===== config.mk =====
export PLATFORM = sky130hd
export DESIGN_NAME = reflect_peak_bank
export DESIGN_NICKNAME = d
export VERILOG_FILES = /design/src/design/peak_loc_pkg.sv /design/src/design/reflect_peak_bank.sv
export SDC_FILE = /design/constraint.sdc
export NUM_CORES = 1
export LEC_CHECK = 0
export BUFFER_PORTS_ARGS = -buffer_cell sky130_fd_sc_hd__buf_2
export CORE_ASPECT_RATIO = 0.8
export CORE_MARGIN = 2
export CORE_UTILIZATION = 40
export CTS_BUF_LIST = sky130_fd_sc_hd__clkbuf_4 sky130_fd_sc_hd__clkbuf_8
export CTS_CLUSTER_DIAMETER = 30
export DETAILED_ROUTE_END_ITERATION = 8
export HOLD_SLACK_MARGIN = 0.08
export PLACE_DENSITY_LB_ADDON = 0.05
export SYNTH_ARGS = -nofsm -noshare
export SYNTH_HDL_FRONTEND = slang
export SYNTH_SLANG_ARGS = --single-unit

===== constraint.sdc =====
create_clock -name aclk -period 1.95 [get_ports aclk]
set_input_delay 0.39 -clock aclk [delete_from_list [all_inputs] [get_ports aclk]]
set_output_delay 0.39 -clock aclk [all_outputs]
set_load 0.02 [all_outputs]

===== src/design/peak_loc_pkg.sv =====
// Package for the reflection peak location bank.
// Assumes a 32-bit AXI4-Lite register bus with word indexes at four bytes each.
package peak_loc_pkg;

  // ==========================================================================
  // Bank geometry
  localparam int POS_WIDTH = 8;
  localparam int PEAK_COUNT = 20;
  localparam int REG_WIDTH = 16;
  localparam int INDEX_WIDTH = 14;
  localparam int UPPER_LSB = 8;
  localparam int LOWER_LSB = 0;

  // ==========================================================================
  // Register indexes; byte address is four times the index
  localparam logic [INDEX_WIDTH-1:0] POS_A2_A1_INDEX = 14'h0190;
  localparam logic [INDEX_WIDTH-1:0] POS_A4_A3_INDEX = 14'h0191;
  localparam logic [INDEX_WIDTH-1:0] POS_B1_A5_INDEX = 14'h0192;
  localparam logic [INDEX_WIDTH-1:0] POS_B3_B2_INDEX = 14'h0193;
  localparam logic [INDEX_WIDTH-1:0] POS_B5_B4_INDEX = 14'h0194;
  localparam logic [INDEX_WIDTH-1:0] POS_C2_C1_INDEX = 14'h0195;
  localparam logic [INDEX_WIDTH-1:0] POS_C4_C3_INDEX = 14'h0196;
  localparam logic [INDEX_WIDTH-1:0] POS_D1_C5_INDEX = 14'h0197;
  localparam logic [INDEX_WIDTH-1:0] POS_D3_D2_INDEX = 14'h0198;
  localparam logic [INDEX_WIDTH-1:0] POS_D5_D4_INDEX = 14'h0199;
  localparam logic [INDEX_WIDTH-1:0] CAPTURE_CTRL_INDEX = 14'h01A0;
  localparam logic [INDEX_WIDTH-1:0] CAPTURE_STATUS_INDEX = 14'h01A1;

  // ==========================================================================
  // Field positions and reset values
  localparam int CTRL_ENABLE_BIT = 0;
  localparam int CTRL_CLEAR_BIT = 1;
  localparam int STATUS_LOADED_BIT = 0;
  localparam int STATUS_COUNT_LSB = 8;
  localparam logic [PEAK_COUNT*POS_WIDTH-1:0] POS_RESET = '0;
  localparam logic CAPTURE_ENABLE_RESET = 1'b1;
  localparam logic [7:0] UPDATE_COUNT_RESET = 8'h00;

  // ==========================================================================
  // Bus responses
  localparam logic [1:0] RESP_OKAY = 2'h0;
  localparam logic [1:0] RESP_SLVERR = 2'h2;

endpackage


===== src/design/reflect_peak_bank.sv =====
// Read-only bank of cable reflection peak positions, five per pair A to D.
// Assumes the measurement engine pulses meas_done with all twenty positions
// on meas_pos, and a single AXI4-Lite master on the register side.
//
// Functional notes
// 0x0191 holds A peak4 high, A peak3 low
// 0x0192 holds B peak1 high, A peak5 low
// 0x0193 holds B peak3 high, B peak2 low
// 0x0194 holds B peak5 high, B peak4 low
// 0x0195 holds C peak2 high, C peak1 low
// 0x0196 holds C peak4 high, C peak3 low
// 0x0197 holds D peak1 high, C peak5 low
// 0x0198 holds D peak3 high, D peak2 low
// 0x0199 holds D peak5 high, D peak4 low
// Each byte is a peak distance from transceiver
// Fields read-only, zero after reset
// 0x0190 holds A peak2 high, A peak1 low
// All fields update together on measurement completion
`timescale 1ns/1ps
module reflect_peak_bank
  import peak_loc_pkg::*;
(
  input wire logic aclk, // 100 MHz clock
  input wire logic aresetn, // Synchronous reset, active low
  input wire logic [15:0] s_axi_awaddr, // Write address
  input wire logic s_axi_awvalid, // Write address valid
  output logic s_axi_awready, // Write address ready
  input wire logic [31:0] s_axi_wdata, // Write data
  input wire logic [3:0] s_axi_wstrb, // Write byte strobes
  input wire logic s_axi_wvalid, // Write data valid
  output logic s_axi_wready, // Write data ready
  output logic [1:0] s_axi_bresp, // Write response
  output logic s_axi_bvalid, // Write response valid
  input wire logic s_axi_bready, // Write response ready
  input wire logic [15:0] s_axi_araddr, // Read address
  input wire logic s_axi_arvalid, // Read address valid
  output logic s_axi_arready, // Read address ready
  output logic [31:0] s_axi_rdata, // Read data
  output logic [1:0] s_axi_rresp, // Read response
  output logic s_axi_rvalid, // Read data valid
  input wire logic s_axi_rready, // Read data ready
  input wire logic meas_done, // One-cycle pulse: measurement finished
  input wire logic [PEAK_COUNT*POS_WIDTH-1:0] meas_pos // Byte k = channel*5 + peak-1
);

  // ==========================================================================
  // State
  logic [PEAK_COUNT*POS_WIDTH-1:0] pos, next_pos;
  logic capture_en, next_capture_en;
  logic result_loaded, next_result_loaded;
  logic [7:0] update_count, next_update_count;
  logic aw_got, next_aw_got;
  logic w_got, next_w_got;
  logic [INDEX_WIDTH-1:0] wr_index, next_wr_index;
  logic [31:0] wr_data, next_wr_data;
  logic [3:0] wr_strb, next_wr_strb;
  logic bvalid, next_bvalid;
  logic [1:0] bresp, next_bresp;
  logic rvalid, next_rvalid;
  logic [1:0] rresp, next_rresp;
  logic [31:0] rdata, next_rdata;
  logic load_now;
  logic clear_req;
  logic do_write;
  logic [INDEX_WIDTH-1:0] rd_index;
  logic [REG_WIDTH-1:0] rd_word;
  logic rd_hit;

  // Handshake outputs
  assign s_axi_awready = !aw_got && !bvalid;
  assign s_axi_wready = !w_got && !bvalid;
  assign s_axi_arready = !rvalid;
  assign s_axi_bvalid = bvalid;
  assign s_axi_bresp = bresp;
  assign s_axi_rvalid = rvalid;
  assign s_axi_rresp = rresp;
  assign s_axi_rdata = rdata;

  // ==========================================================================
  // Result bank: one atomic load per finished measurement
  assign load_now = meas_done && capture_en;
  assign do_write = aw_got && w_got && !bvalid;
  assign clear_req = do_write && (wr_index == CAPTURE_CTRL_INDEX) && wr_strb[0]
                     && wr_data[CTRL_CLEAR_BIT];

  always_comb begin
    next_pos = pos;
    next_result_loaded = result_loaded;
    next_update_count = update_count;
    if (clear_req) begin
      next_result_loaded = 1'b0;
    end
    if (load_now) begin
      next_pos = meas_pos;
      next_result_loaded = 1'b1; // Set wins over a clear in the same cycle
      next_update_count = update_count + 8'h01;
    end
  end

  always_ff @(posedge aclk) begin
    if (!aresetn) begin
      pos <= POS_RESET;
      result_loaded <= 1'b0;
      update_count <= UPDATE_COUNT_RESET;
    end else begin
      pos <= next_pos;
      result_loaded <= next_result_loaded;
      update_count <= next_update_count;
    end
  end

  // ==========================================================================
  // Write channel: address and data taken in either order
  always_comb begin
    next_aw_got = aw_got;
    next_w_got = w_got;
    next_wr_index = wr_index;
    next_wr_data = wr_data;
    next_wr_strb = wr_strb;
    next_bvalid = bvalid;
    next_bresp = bresp;
    next_capture_en = capture_en;
    if (s_axi_awvalid && s_axi_awready) begin
      next_aw_got = 1'b1;
      next_wr_index = s_axi_awaddr[15:2];
    end
    if (s_axi_wvalid && s_axi_wready) begin
      next_w_got = 1'b1;
      next_wr_data = s_axi_wdata;
      next_wr_strb = s_axi_wstrb;
    end
    if (do_write) begin
      next_aw_got = 1'b0;
      next_w_got = 1'b0;
      next_bvalid = 1'b1;
      if (wr_index == CAPTURE_CTRL_INDEX) begin
        next_bresp = RESP_OKAY;
        if (wr_strb[0]) begin
          next_capture_en = wr_data[CTRL_ENABLE_BIT];
        end
      end else if (wr_index >= POS_A2_A1_INDEX && wr_index <= POS_D5_D4_INDEX) begin
        next_bresp = RESP_OKAY;
      end else if (wr_index == CAPTURE_STATUS_INDEX) begin
        next_bresp = RESP_OKAY;
      end else begin
        next_bresp = RESP_SLVERR;
      end
    end else if (bvalid && s_axi_bready) begin
      next_bvalid = 1'b0;
    end
  end

  always_ff @(posedge aclk) begin
    if (!aresetn) begin
      aw_got <= 1'b0;
      w_got <= 1'b0;
      wr_index <= '0;
      wr_data <= 32'h00000000;
      wr_strb <= 4'h0;
      bvalid <= 1'b0;
      bresp <= RESP_OKAY;
      capture_en <= CAPTURE_ENABLE_RESET;
    end else begin
      aw_got <= next_aw_got;
      w_got <= next_w_got;
      wr_index <= next_wr_index;
      wr_data <= next_wr_data;
      wr_strb <= next_wr_strb;
      bvalid <= next_bvalid;
      bresp <= next_bresp;
      capture_en <= next_capture_en;
    end
  end

  // ==========================================================================
  // Read decode: two positions per position word, upper byte is the later field
  assign rd_index = s_axi_araddr[15:2];

  always_comb begin
    rd_word = 16'h0000;
    rd_hit = 1'b1;
    unique case (rd_index)
      POS_A2_A1_INDEX: rd_word = pos[0*REG_WIDTH +: REG_WIDTH];
      POS_A4_A3_INDEX: rd_word = pos[1*REG_WIDTH +: REG_WIDTH];
      POS_B1_A5_INDEX: rd_word = pos[2*REG_WIDTH +: REG_WIDTH];
      POS_B3_B2_INDEX: rd_word = pos[3*REG_WIDTH +: REG_WIDTH];
      POS_B5_B4_INDEX: rd_word = pos[4*REG_WIDTH +: REG_WIDTH];
      POS_C2_C1_INDEX: rd_word = pos[5*REG_WIDTH +: REG_WIDTH];
      POS_C4_C3_INDEX: rd_word = pos[6*REG_WIDTH +: REG_WIDTH];
      POS_D1_C5_INDEX: rd_word = pos[7*REG_WIDTH +: REG_WIDTH];
      POS_D3_D2_INDEX: rd_word = pos[8*REG_WIDTH +: REG_WIDTH];
      POS_D5_D4_INDEX: rd_word = pos[9*REG_WIDTH +: REG_WIDTH];
      CAPTURE_CTRL_INDEX: rd_word = {15'h0000, capture_en};
      CAPTURE_STATUS_INDEX: rd_word = {update_count, 7'h00, result_loaded};
      default: rd_hit = 1'b0;
    endcase
  end

  // Read channel: answer one cycle after the address is taken
  always_comb begin
    next_rvalid = rvalid;
    next_rdata = rdata;
    next_rresp = rresp;
    if (s_axi_arvalid && s_axi_arready) begin
      next_rvalid = 1'b1;
      next_rdata = {16'h0000, rd_word};
      next_rresp = rd_hit ? RESP_OKAY : RESP_SLVERR;
    end else if (rvalid && s_axi_rready) begin
      next_rvalid = 1'b0;
    end
  end

  always_ff @(posedge aclk) begin
    if (!aresetn) begin
      rvalid <= 1'b0;
      rdata <= 32'h00000000;
      rresp <= RESP_OKAY;
    end else begin
      rvalid <= next_rvalid;
      rdata <= next_rdata;
      rresp <= next_rresp;
    end
  end

  // ==========================================================================
  // Assertions
  logic ar_take;
  assign ar_take = s_axi_arvalid && s_axi_arready;

  a_pos_read_a21: assert property (@(posedge aclk) disable iff (!aresetn)
    ar_take && rd_index == POS_A2_A1_INDEX |=> rvalid
    && rdata == {16'h0000, $past(pos[15:8]), $past(pos[7:0])})
    else $error("Word 0x190 does not carry A peak 2 and 1");
  a_pos_read_a43: assert property (@(posedge aclk) disable iff (!aresetn)
    ar_take && rd_index == POS_A4_A3_INDEX |=> rdata[15:0] == $past(pos[31:16]))
    else $error("Word 0x191 does not carry A peak 4 and 3");
  a_pos_read_b1a5: assert property (@(posedge aclk) disable iff (!aresetn)
    ar_take && rd_index == POS_B1_A5_INDEX |=> rdata[7:0] == $past(pos[39:32])
    && rdata[15:8] == $past(pos[47:40]))
    else $error("Word 0x192 does not carry B peak 1 and A peak 5");
  a_pos_read_b32: assert property (@(posedge aclk) disable iff (!aresetn)
    ar_take && rd_index == POS_B3_B2_INDEX |=> rdata[15:0] == $past(pos[63:48]))
    else $error("Word 0x193 does not carry B peak 3 and 2");
  a_pos_read_b54: assert property (@(posedge aclk) disable iff (!aresetn)
    ar_take && rd_index == POS_B5_B4_INDEX |=> rdata[15:0] == $past(pos[79:64]))
    else $error("Word 0x194 does not carry B peak 5 and 4");
  a_pos_read_c21: assert property (@(posedge aclk) disable iff (!aresetn)
    ar_take && rd_index == POS_C2_C1_INDEX |=> rdata[15:0] == $past(pos[95:80]))
    else $error("Word 0x195 does not carry C peak 2 and 1");
  a_pos_read_c43: assert property (@(posedge aclk) disable iff (!aresetn)
    ar_take && rd_index == POS_C4_C3_INDEX |=> rdata[15:0] == $past(pos[111:96]))
    else $error("Word 0x196 does not carry C peak 4 and 3");
  a_pos_read_d1c5: assert property (@(posedge aclk) disable iff (!aresetn)
    ar_take && rd_index == POS_D1_C5_INDEX |=> rdata[15:0] == $past(pos[127:112]))
    else $error("Word 0x197 does not carry D peak 1 and C peak 5");
  a_pos_read_d32: assert property (@(posedge aclk) disable iff (!aresetn)
    ar_take && rd_index == POS_D3_D2_INDEX |=> rdata[15:0] == $past(pos[143:128]))
    else $error("Word 0x198 does not carry D peak 3 and 2");
  a_pos_read_d54: assert property (@(posedge aclk) disable iff (!aresetn)
    ar_take && rd_index == POS_D5_D4_INDEX |=> rdata[31:0] == {16'h0000, $past(pos[159:144])})
    else $error("Word 0x199 does not carry D peak 5 and 4");
  a_load_copies_input: assert property (@(posedge aclk) disable iff (!aresetn)
    meas_done && capture_en |=> pos == $past(meas_pos) && result_loaded)
    else $error("Finished measurement not loaded into bank");
  a_reset_clears_bank: assert property (@(posedge aclk)
    !aresetn |=> pos == POS_RESET && update_count == UPDATE_COUNT_RESET)
    else $error("Bank not zero after reset");
  a_bank_holds_between: assert property (@(posedge aclk) disable iff (!aresetn)
    !(meas_done && capture_en) |=> $stable(pos))
    else $error("Bank changed without a finished measurement");
  a_write_leaves_bank: assert property (@(posedge aclk) disable iff (!aresetn)
    do_write && wr_index <= POS_D5_D4_INDEX && wr_index >= POS_A2_A1_INDEX && !meas_done
    |=> bvalid && bresp == RESP_OKAY && $stable(pos))
    else $error("Write to read-only word disturbed bank or response");

  // Upper half of every answer is zero; decode misses answer with an error
  a_read_upper_zero: assert property (@(posedge aclk) disable iff (!aresetn)
    rvalid |-> rdata[31:16] == 16'h0000)
    else $error("Read data upper half not zero");
  a_unmapped_read_err: assert property (@(posedge aclk) disable iff (!aresetn)
    ar_take && !rd_hit |=> rresp == RESP_SLVERR && rdata == 32'h00000000)
    else $error("Unmapped read not answered with error and zero");
  a_unmapped_write_err: assert property (@(posedge aclk) disable iff (!aresetn)
    do_write && (wr_index < POS_A2_A1_INDEX || wr_index > POS_D5_D4_INDEX)
    && wr_index != CAPTURE_CTRL_INDEX && wr_index != CAPTURE_STATUS_INDEX
    |=> bresp == RESP_SLVERR)
    else $error("Unmapped write not answered with error");
  a_ctrl_read_enable: assert property (@(posedge aclk) disable iff (!aresetn)
    ar_take && rd_index == CAPTURE_CTRL_INDEX |=> rdata == {31'h00000000, $past(capture_en)})
    else $error("Control word does not show the capture gate");

  // Capture gate, update counter and loaded flag
  a_count_per_load: assert property (@(posedge aclk) disable iff (!aresetn)
    load_now |=> update_count == $past(update_count) + 8'h01)
    else $error("Update count did not step on a load");
  a_gate_blocks_load: assert property (@(posedge aclk) disable iff (!aresetn)
    meas_done && !capture_en |=> $stable(pos) && $stable(update_count))
    else $error("Measurement landed while capture was disabled");
  a_clear_drops_flag: assert property (@(posedge aclk) disable iff (!aresetn)
    clear_req && !load_now |=> !result_loaded)
    else $error("Clear request left the loaded flag set");
  a_reset_flags: assert property (@(posedge aclk)
    !aresetn |=> !result_loaded && capture_en)
    else $error("Loaded flag or capture gate wrong after reset");

endmodule


# ---- Word level (Yosys, flattened, before mapping)
# Cells that the tools add are included.
dict set report classes {
  n_addsub 1
  n_mul 0
  div 0
  order_cmp 2
  eq_ne 14
  shifts 0
  n_mux 12
  bitwise 1
  n_reduce_logical 24
}
# cell count
set op_table {}
lappend op_table {{14-bit by 9-bit == test with 1-bit output, second input constant} 14}
lappend op_table {{16-bit one-hot mux with 12 select lines} 1}
lappend op_table {{14-bit by 9-bit >= comparator with 1-bit output, second input constant} 1}
lappend op_table {{14-bit by 9-bit less-or-equal comparator with 1-bit output, second input constant} 1}
lappend op_table {{1-bit logical AND} 14}
lappend op_table {{12-bit OR reduction} 1}
lappend op_table {{8-bit by 1-bit adder with 8-bit output, second input constant} 1}
lappend op_table {{2-bit two-way mux} 4}
lappend op_table {{1-bit two-way mux} 7}
lappend op_table {{2-bit nonzero test} 3}
lappend op_table {{1-bit zero test} 4}
lappend op_table {{3-bit AND reduction} 1}
lappend op_table {{2-bit OR reduction} 1}
lappend op_table {{1-bit inverter} 1}
dict set report totals {
  regBits 211
  latch_bits 0
  ramBits 0
  mem_bits_ro 0
  input_bits 236
  out_inout_bits 41
  word_cells 68
  n_memories 0
}

# ---- Logic depth before layout (Yosys ltp)
# Gate-level depths: netlist of run 1.
dict set report depth {
  depth_word 7
  mapped_depth 8
  mapped_depth_nobuf 5
}

# ---- Worst setup path before layout of run 1
# OpenSTA, ideal clock, no wires.
dict set report synth_path {
  kind {input -> register}
  startpoint {input port s_axi_araddr[2]}
  endpoint {register rdata[7] (netlist: s_axi_rdata[7])}
  setup_ns 0.117
  t_arrival_ns 1.793
  required_ns 1.833
  path_slack_ns 0.039
  path_stages 6
  path_buffers 2
  path_cell_list {buf_2 -> buf_2 -> mux2_1 -> a222oi_1 -> o311ai_1 -> a32o_1}
}
dict set report synth_between {
  elab_chain_len 2
  elab_cells_between_ends 13
  classes_between {eq/ne: 12; mux: 1}
}
# item line
set synth_rtl {}
lappend synth_rtl {{start: declaration} reflect_peak_bank.sv:35} ;# input wire logic [15:0] s_axi_araddr,
lappend synth_rtl {{14-bit by 9-bit == test with 1-bit output} reflect_peak_bank.sv:182} ;# unique case (rd_index)
lappend synth_rtl {{16-bit one-hot mux with 12 select lines (*)} reflect_peak_bank.sv:182}
lappend synth_rtl {{end signal: assignment} reflect_peak_bank.sv:220} ;# rdata <= next_rdata;
lappend synth_rtl {{end: declaration} reflect_peak_bank.sv:61} ;# logic [31:0] rdata, next_rdata;
# Mark *: on every way between the ends. The rest lies on a longest branch, timed or not.
# A chain may end at the register's enable or synchronous reset.

# ---- Worst setup path after layout of run 1
dict set report layout_path {
  startpoint {register pos[61]}
  endpoint {register rdata[13] (netlist: s_axi_rdata[13])}
}
dict set report layout_between {
  elab_chain_len 1
}
# item line
set layout_rtl {}
lappend layout_rtl {{start: declaration} reflect_peak_bank.sv:48} ;# logic [PEAK_COUNT*POS_WIDTH-1:0] pos, next_pos;
lappend layout_rtl {{start signal: assignment} reflect_peak_bank.sv:106} ;# pos <= next_pos;
lappend layout_rtl {{16-bit one-hot mux with 12 select lines} reflect_peak_bank.sv:182}
# No other way between the ends.

==> results.txt, run 1 <==
- Result of the run: finished, final reports clean
- Area of the core region: 23,500 um2
* Average detailed-routed wire length per instance: 17.6 um
* Worst ir drop on vdd: 495 uV
- Net Sw Power: 2720 uW
- Counting I/O delays and the setup requirement, the final critical path takes 1.82 ns.
* Unrepaired setup endpoints after global routing: no
- Count of distinct cell types in the synthesized netlist: 70
- Total of max-cap violations: 0
- For the worst-skew pair, the clock arrives at the later sink with an insertion delay of 0.53 ns.
- For this run, the leading register cell type out of synthesis is sky130_fd_sc_hd__dfxtp_1.
- #FFs+latches synth: 209
* Count of antenna diodes in the layout: 0
* Slowest stage cell, crit path: sky130_fd_sc_hd__a221oi_1
* Clock root buffer: sky130_fd_sc_hd__clkbuf_8
- The die is 143 um tall.
- sky130_fd_sc_hd__dfxtp_1 takes more of the synthesized area than any other cell.
- On the worst path, the slowest cell contributes a delay of 0.49 ns.
- Max Clk Rate: 549 MHz
* Measured slew at the worst slew-check pin: 0.670 ns
* List of cells traversed by the critical path: a22o_1, a221o_1, a221oi_1, buf_4, o21ai_1
- In this run the worst path has a maximum fanout of 2.
- P_leak: 0.00520 uW
- For this run, the detailed router's first-pass iteration total came to 7.
- Via density per instance: 5.06
* Count of boundary I/O pins: 277
* Logic gate share of total power: 10.7%
- Dominant cells by area after synthesis: sky130_fd_sc_hd__dfxtp_1, sky130_fd_sc_hd__nand2_1, sky130_fd_sc_hd__a21boi_0, sky130_fd_sc_hd__mux2i_1, sky130_fd_sc_hd__clkbuf_1
* Required arrival time at the worst endpoint: 2.38 ns
* Gpl congestion: 0.899
- Number of standard cells after synthesis: 1,154
- Endpoints failing setup: 0
* Post-DP HPWL: 23,400 um
* Clock slew at the register clock pins of the worst setup and hold paths: 0.06 ns
- TritonCTS clock tree: done
* Critical path startpoint: pos[61]
- Post-DRT Antenna Nets: 0
- Entering global routing, the biggest net connects 193 pins.
- Proportion of power drawn by flip-flops and latches: 43.8%
* Global-route wire length before repair: 46,500 um
- Crit-path leading delay family: compound AO/OA/AOI/OAI gates
- Fraction of final layout cells sized beyond drive strength 1: 28.3%
- Worst slew margin relative to its limit: 54.7%
- After clock tree synthesis, the setup repair step added 0 buffers.
* Post-synth top area share: 43.5%
- Counting every sink on the clock net gives 209.
- Antenna violations before repair: 1
* EDFF count, synth: 0
- Wires add up to 31,100 um.
* H-tree depth reported by CTS: 2
- The initial utilization of the core area, before any placement, comes to 40.9%.
- In the layout the commonest cells are sky130_fd_sc_hd__nand2_1, sky130_fd_sc_hd__buf_2, sky130_fd_sc_hd__dfxtp_1.
- Post-synth design cell area: 9610 um2
- Worst path bufs/invs: 1
- Area occupied by multi-input gates: 5010 um2
- After synthesis, the mean cell area works out to 8.33 um2.
- Setup crit start kind: flop
- The via count of the first global-routing pass was 8,323.
* Area delta synth->final: 29.2%
- Fill cells in the final layout number 2,347.
- Setup skew after layout: 0.0181 ns
- The number of pins with negative max-slew slack in the final report was 0.
- Power spread over the standard cell area amounts to 857 nW/um2.
* Internal Dissipation: 7920 uW
- Part of the power in the clock network: 45.5%
- Sequential elements use 43.5% of the synthesized area.
- No sink is reached through more buffers than the 3 on the longest clock path.
* Switching portion of total power: 25.6%
- Tot Pwr: 10,600 uW
* Die area: 25,300 um2
* Die span in x: 177 um
* Beginning of the worst register-to-register path: pos[61]
* Most common library cell in the layout ignoring fill and taps: sky130_fd_sc_hd__nand2_1
- The Yosys step of the flow raised 0 warnings.
* Via total after detailed routing: 8,927
- Rows: 50
- Critical Path End Type: flop
- Summing all flip-flop and latch instances after layout gives 4180 um2.
- The number of hold violations in the final report was 0.
* Critical path arrival: 2.25 ns
- Grt ovf: 0
- Count of input and output buffers: 221
- Across every metal layer, demand over resource in global routing totals 24.0%.
* Design area: 12,400 um2
- In this run the cell area measured after placement is 11,500 um2.
- Share of synthesized flip-flops with an asynchronous set or reset: 0%
* Initial drt markers: 601
* Hold Path Class: primary input to flop
- The startpoint identified for the worst hold timing path is meas_pos[63].
* Share of the cycle needed by the critical path after routing: 93.4%
- Layout net count: 1,661
* Count of unresolved DRC violations after routing: 0
* Num CTS Buffers: 41
* Classification of the worst setup path: flop to flop
==> metrics by stage <==
stage          setup WS, ns  TNS, ns  hold WS (ns)  util, %  std cells
2_1_floorplan        0.0395        0         0.439        -       1171
3_3_place_gp         -0.267    -1.99         0.449     48.8       1691
3_5_place_dp         -0.277    -2.32         0.457     48.8       1691
4_1_cts               0.173        0        0.0800     52.8       1765
5_1_grt             0.00753        0        0.0921     52.8       1765
6_report              0.128        0         0.101     52.8       1765
==> state kept, by name (all words and copies together), names as in the netlist <==
signal,flops
aw_got,1
capture_en,1
pos,160
result_loaded,1
s_axi_bresp,1
s_axi_bvalid,1
s_axi_rdata,16
s_axi_rresp,1
s_axi_rvalid,1
update_count,8
w_got,1
wr_data,2
wr_index,14
wr_strb,1
==> worst paths after layout <==
check / to / slack, ns / cells past startpoint
max reg2reg: s_axi_rdata[13] / 0.13 / 5
min reg2reg: pos[25] / 0.46 / 2
max: s_axi_rdata[13] / 0.13 / 5
min: pos[63] / 0.10 / 3
==> tightest hold or removal path, cell delays in order <==
cell                       delay, ns
sky130_fd_sc_hd__buf_2          0.10
sky130_fd_sc_hd__nand2_1        0.04
sky130_fd_sc_hd__a21boi_0       0.06
==> synth_stat cells, drive strengths merged, types with 14 or more instances <==
master,instances
a21boi,179
a22oi,20
buf,36
clkbuf,67
dfxtp,209
mux2,14
mux2i,28
nand2,377
nand3,16
nor2,17
nor2b,17
o21ai,23
==> layer usage <==
metal | global-route usage (%) | part of all wire (%) | vias to the layer above
met2 | 35.2 | 41 | 273
met1 | 35.9 | 51 | 4113
met3 | 3.67 | 5.7 | 57
li1 | - | - | 4482
met5 | 0 | 0.042 | -
met4 | 7.46 | 2.4 | 2
==> final cells by class <==
class,count,area share (%)
Multi-Input combinational cell,854,40.3
Clock buffer,54,5.68
Clock inverter,18,1.64
Tap cell,312,3.14
Sequential cell,209,33.7
Timing Repair Buffer,313,15.3
Inverter,5,0.151
==> power groups by stage <==
stage	clock (uW)	sequential (uW)	combinational, uW
2_1_floorplan	0	4670	655
3_3_place_gp	0	4740	1130
3_5_place_dp	0	4750	1140
4_1_cts	4950	4660	1150
5_1_grt	5150	4680	1270
6_report	4840	4660	1140
==> repair_timing <==
action | in CTS | in global routing
hold buffers | 2 | 0
setup endpoints to repair | 0 | 0
hold endpoints to repair | 2 | 0
resized for setup | 0 | 0
==> cells by family (layout without fill, tap and decap cells) <==
family                     after synthesis  count (layout)  synth area share [%]
DFF                                    209             209                  43.5
and+or+nand+nor                        495             495                  23.3
xor gates and xnor gates                 7               7                 0.638
AOI/OAI and AO/OA                      291             291                  22.7
buffers and inverters                  108             390                  5.12
other                                    1              18                0.0390
muxes                                   42              42                  4.56
adders and majority gates                1               1                 0.130
Power figures use the tool's default switching activity.
==> run 2: changes to the inputs <==
Settings changed: CELL_PAD_IN_SITES_DETAIL_PLACEMENT set to 2, CELL_PAD_IN_SITES_GLOBAL_PLACEMENT set to 2, CORE_UTILIZATION 40 to 28, HOLD_SLACK_MARGIN 0.08 to unset, PLACE_DENSITY_LB_ADDON 0.05 to 0.25.
==> results.txt, run 2 (synthesis gave the netlist of run 1 again) <==
- Rows: 60
- TritonCTS built the clock tree.
- Cells fill 38.6% of the core in the end.
- In this run the number of H-tree levels came out at 2.
- Endpoints failing setup: 0
- Die span in x: 211 um
* Antenna violations before repair: 3
- Layout net count: 1,675
- Across the run, the number of max-cap violations was 0.
- Setup skew after layout: 0.0292 ns
- P_leak: 0.00543 uW
* Beginning of the worst register-to-register path: pos[142]
* Critical path arrival: 2.19 ns
* Num CTS Buffers: 49
* Worst slack, placed: -0.323 ns
* Combined global-route utilization of all metal layers: 22.1%
* Result of the run: finished, final reports clean
* TritonCTS Sinks: 209
* Required arrival time at the worst endpoint: 2.40 ns
* Die area: 35,800 um2
- Clock slew at the register clock pins of the worst setup and hold paths: 0.06 ns
- Once detail routing completed, the nets flagged for antenna violations numbered 0.
- Fin crit period: 1.74 ns
- The worst setup path is launched from a primary input.
- The first global-routing pass estimated 59,900 um of wire.
- Via density per instance: 4.97
- Via total after detailed routing: 9,512
* Area of the core region: 33,700 um2
* Number of buffers added for setup after CTS: 0
- The number of pins with negative max-slew slack in the final report came to 0.
- The number of hold violations in the final report came to 0.
- After clock tree synthesis, the flow added hold-fix buffers numbering 0.
- Starting utilization of the core area: 28.5%
- Unrepaired setup endpoints after global routing: no
- Total iterations of the first detailed-routing run: 5
* Measured slew at the worst slew-check pin: 0.746 ns
- Fraction of final layout cells sized beyond drive strength 1: 29.6%
- Average detailed-routed wire length per instance: 20.9 um
- Largest reg by FF count: pos
* Classification of the worst setup path: primary input to flop
- Number of flip-flops in the largest register: 160
* Number of buffers on the longest clock path: 3
* Filler instances: 3,776
- Count of unresolved DRC violations after routing: 0
- Sequential Area: 4180 um2
- Maximum net fanout on the critical path: 12
- Initial drt markers: 505
* Number of instances resized during post-cts repair: 0
* Count of boundary I/O pins: 277
- Area delta synth->final: 35.4%
- Tot Pwr: 12,600 uW
* Max Clk Rate: 576 MHz
* Critical path startpoint: s_axi_araddr[4]
* DIE HEIGHT: 170 um
* Most frequent cells in the layout: sky130_fd_sc_hd__nand2_1, sky130_fd_sc_hd__buf_2, sky130_fd_sc_hd__dfxtp_1
* Critical Path End Type: flop
* Share of the cycle needed by the critical path after routing: 89.0%
* HP Start: meas_pos[31]
- IR analysis of the VDD net gives a maximum drop of 391 uV.
- Count of input and output buffers: 221
- In this run the power density over the cells is 969 nW/um2.
* Grt ovf: 0
* Maximum number of pins on one net before global-route repair: 104
* Skew-Pair Late Insertion Delay: 0.60 ns
- The multi-input combinational cells in the finished layout cover a total of 5010 um2.
- The library cell used most frequently in the layout, excluding fill and tap cells, is sky130_fd_sc_hd__nand2_1.
* Hold Path Class: primary input to flop
- Via count of the first global-routing pass: 10,113
- Setup ws final: 0.214 ns
* Final Routed Wirelength: 40,000 um
* Worst slew margin relative to its limit: 49.7%
* Post-DP HPWL: 30,500 um
- Clock tree synthesis selected as its root buffer the cell sky130_fd_sc_hd__clkbuf_8.
- At the end of routability-driven placement, the weighted congestion stood at 0.889.
[run 2: cell count changes in the layout (fill, tap and decap cells not counted), sizes merged]
| cell | delta |
|---|---|
| clkbuf | +9 |
| buf | +8 |
| bufinv | +8 |
| clkinv | +3 |
| clkinvlp | -2 |
| dlygate4sd3 | -2 |
| diode | +1 |
[run 2: worst paths after layout]
kind                                        end  slack (ns)  depth (start not counted)
worst max-delay path             s_axi_rdata[4]        0.21                          7
worst min-delay path                    pos[31]        0.04                          3
worst max register to register  s_axi_rdata[14]        0.29                          6
worst min register to register           pos[1]        0.46                          2
[run 2: through the flow]
step	cells	setup TNS [ns]	hold WS [ns]	area (um2)
final	1912	0	0.0421	13000
after global routing	1911	0	0.0271	13000
after CTS	1911	0	0.00902	13000
after detailed placement	1821	-3.97	0.460	11700
after global placement	1821	-3.21	0.441	11700
after floorplan	1171	0	0.439	9670
[run 2: report_power, final]
part	internal, uW	switching (uW)	leakage, uW	total (uW)
sequential	4500	175	0.00172	4670
combinational	537	689	0.00304	1230
clock	4440	2270	0.000664	6710
[run 2: final cells by class]
cell class	count	area share [%]
tap	434	4.18
timing repair buffer	319	15.0
sequential	209	32.2
antenna	1	0.0192
clock inverter	27	3.47
inverter	5	0.144
multi-input combinational	854	38.5
clock buffer	63	6.47
[run 2: routing by layer]
| layer | share of wire, % | GRT usage [%] |
|---|---|---|
| met3 | 6.6 | 5.48 |
| met4 | 2.3 | 6.95 |
| met2 | 45 | 35.3 |
| met5 | 0.067 | 0 |
| met1 | 46 | 29.4 |
[run 2: critical path: stages]
cell and delay, ns:
sky130_fd_sc_hd__buf_2 0.11, sky130_fd_sc_hd__buf_4 0.21, sky130_fd_sc_hd__buf_4 0.22, sky130_fd_sc_hd__buf_4 0.20, sky130_fd_sc_hd__mux2_2 0.36, sky130_fd_sc_hd__a222oi_1 0.52
sky130_fd_sc_hd__a22oi_1 0.16
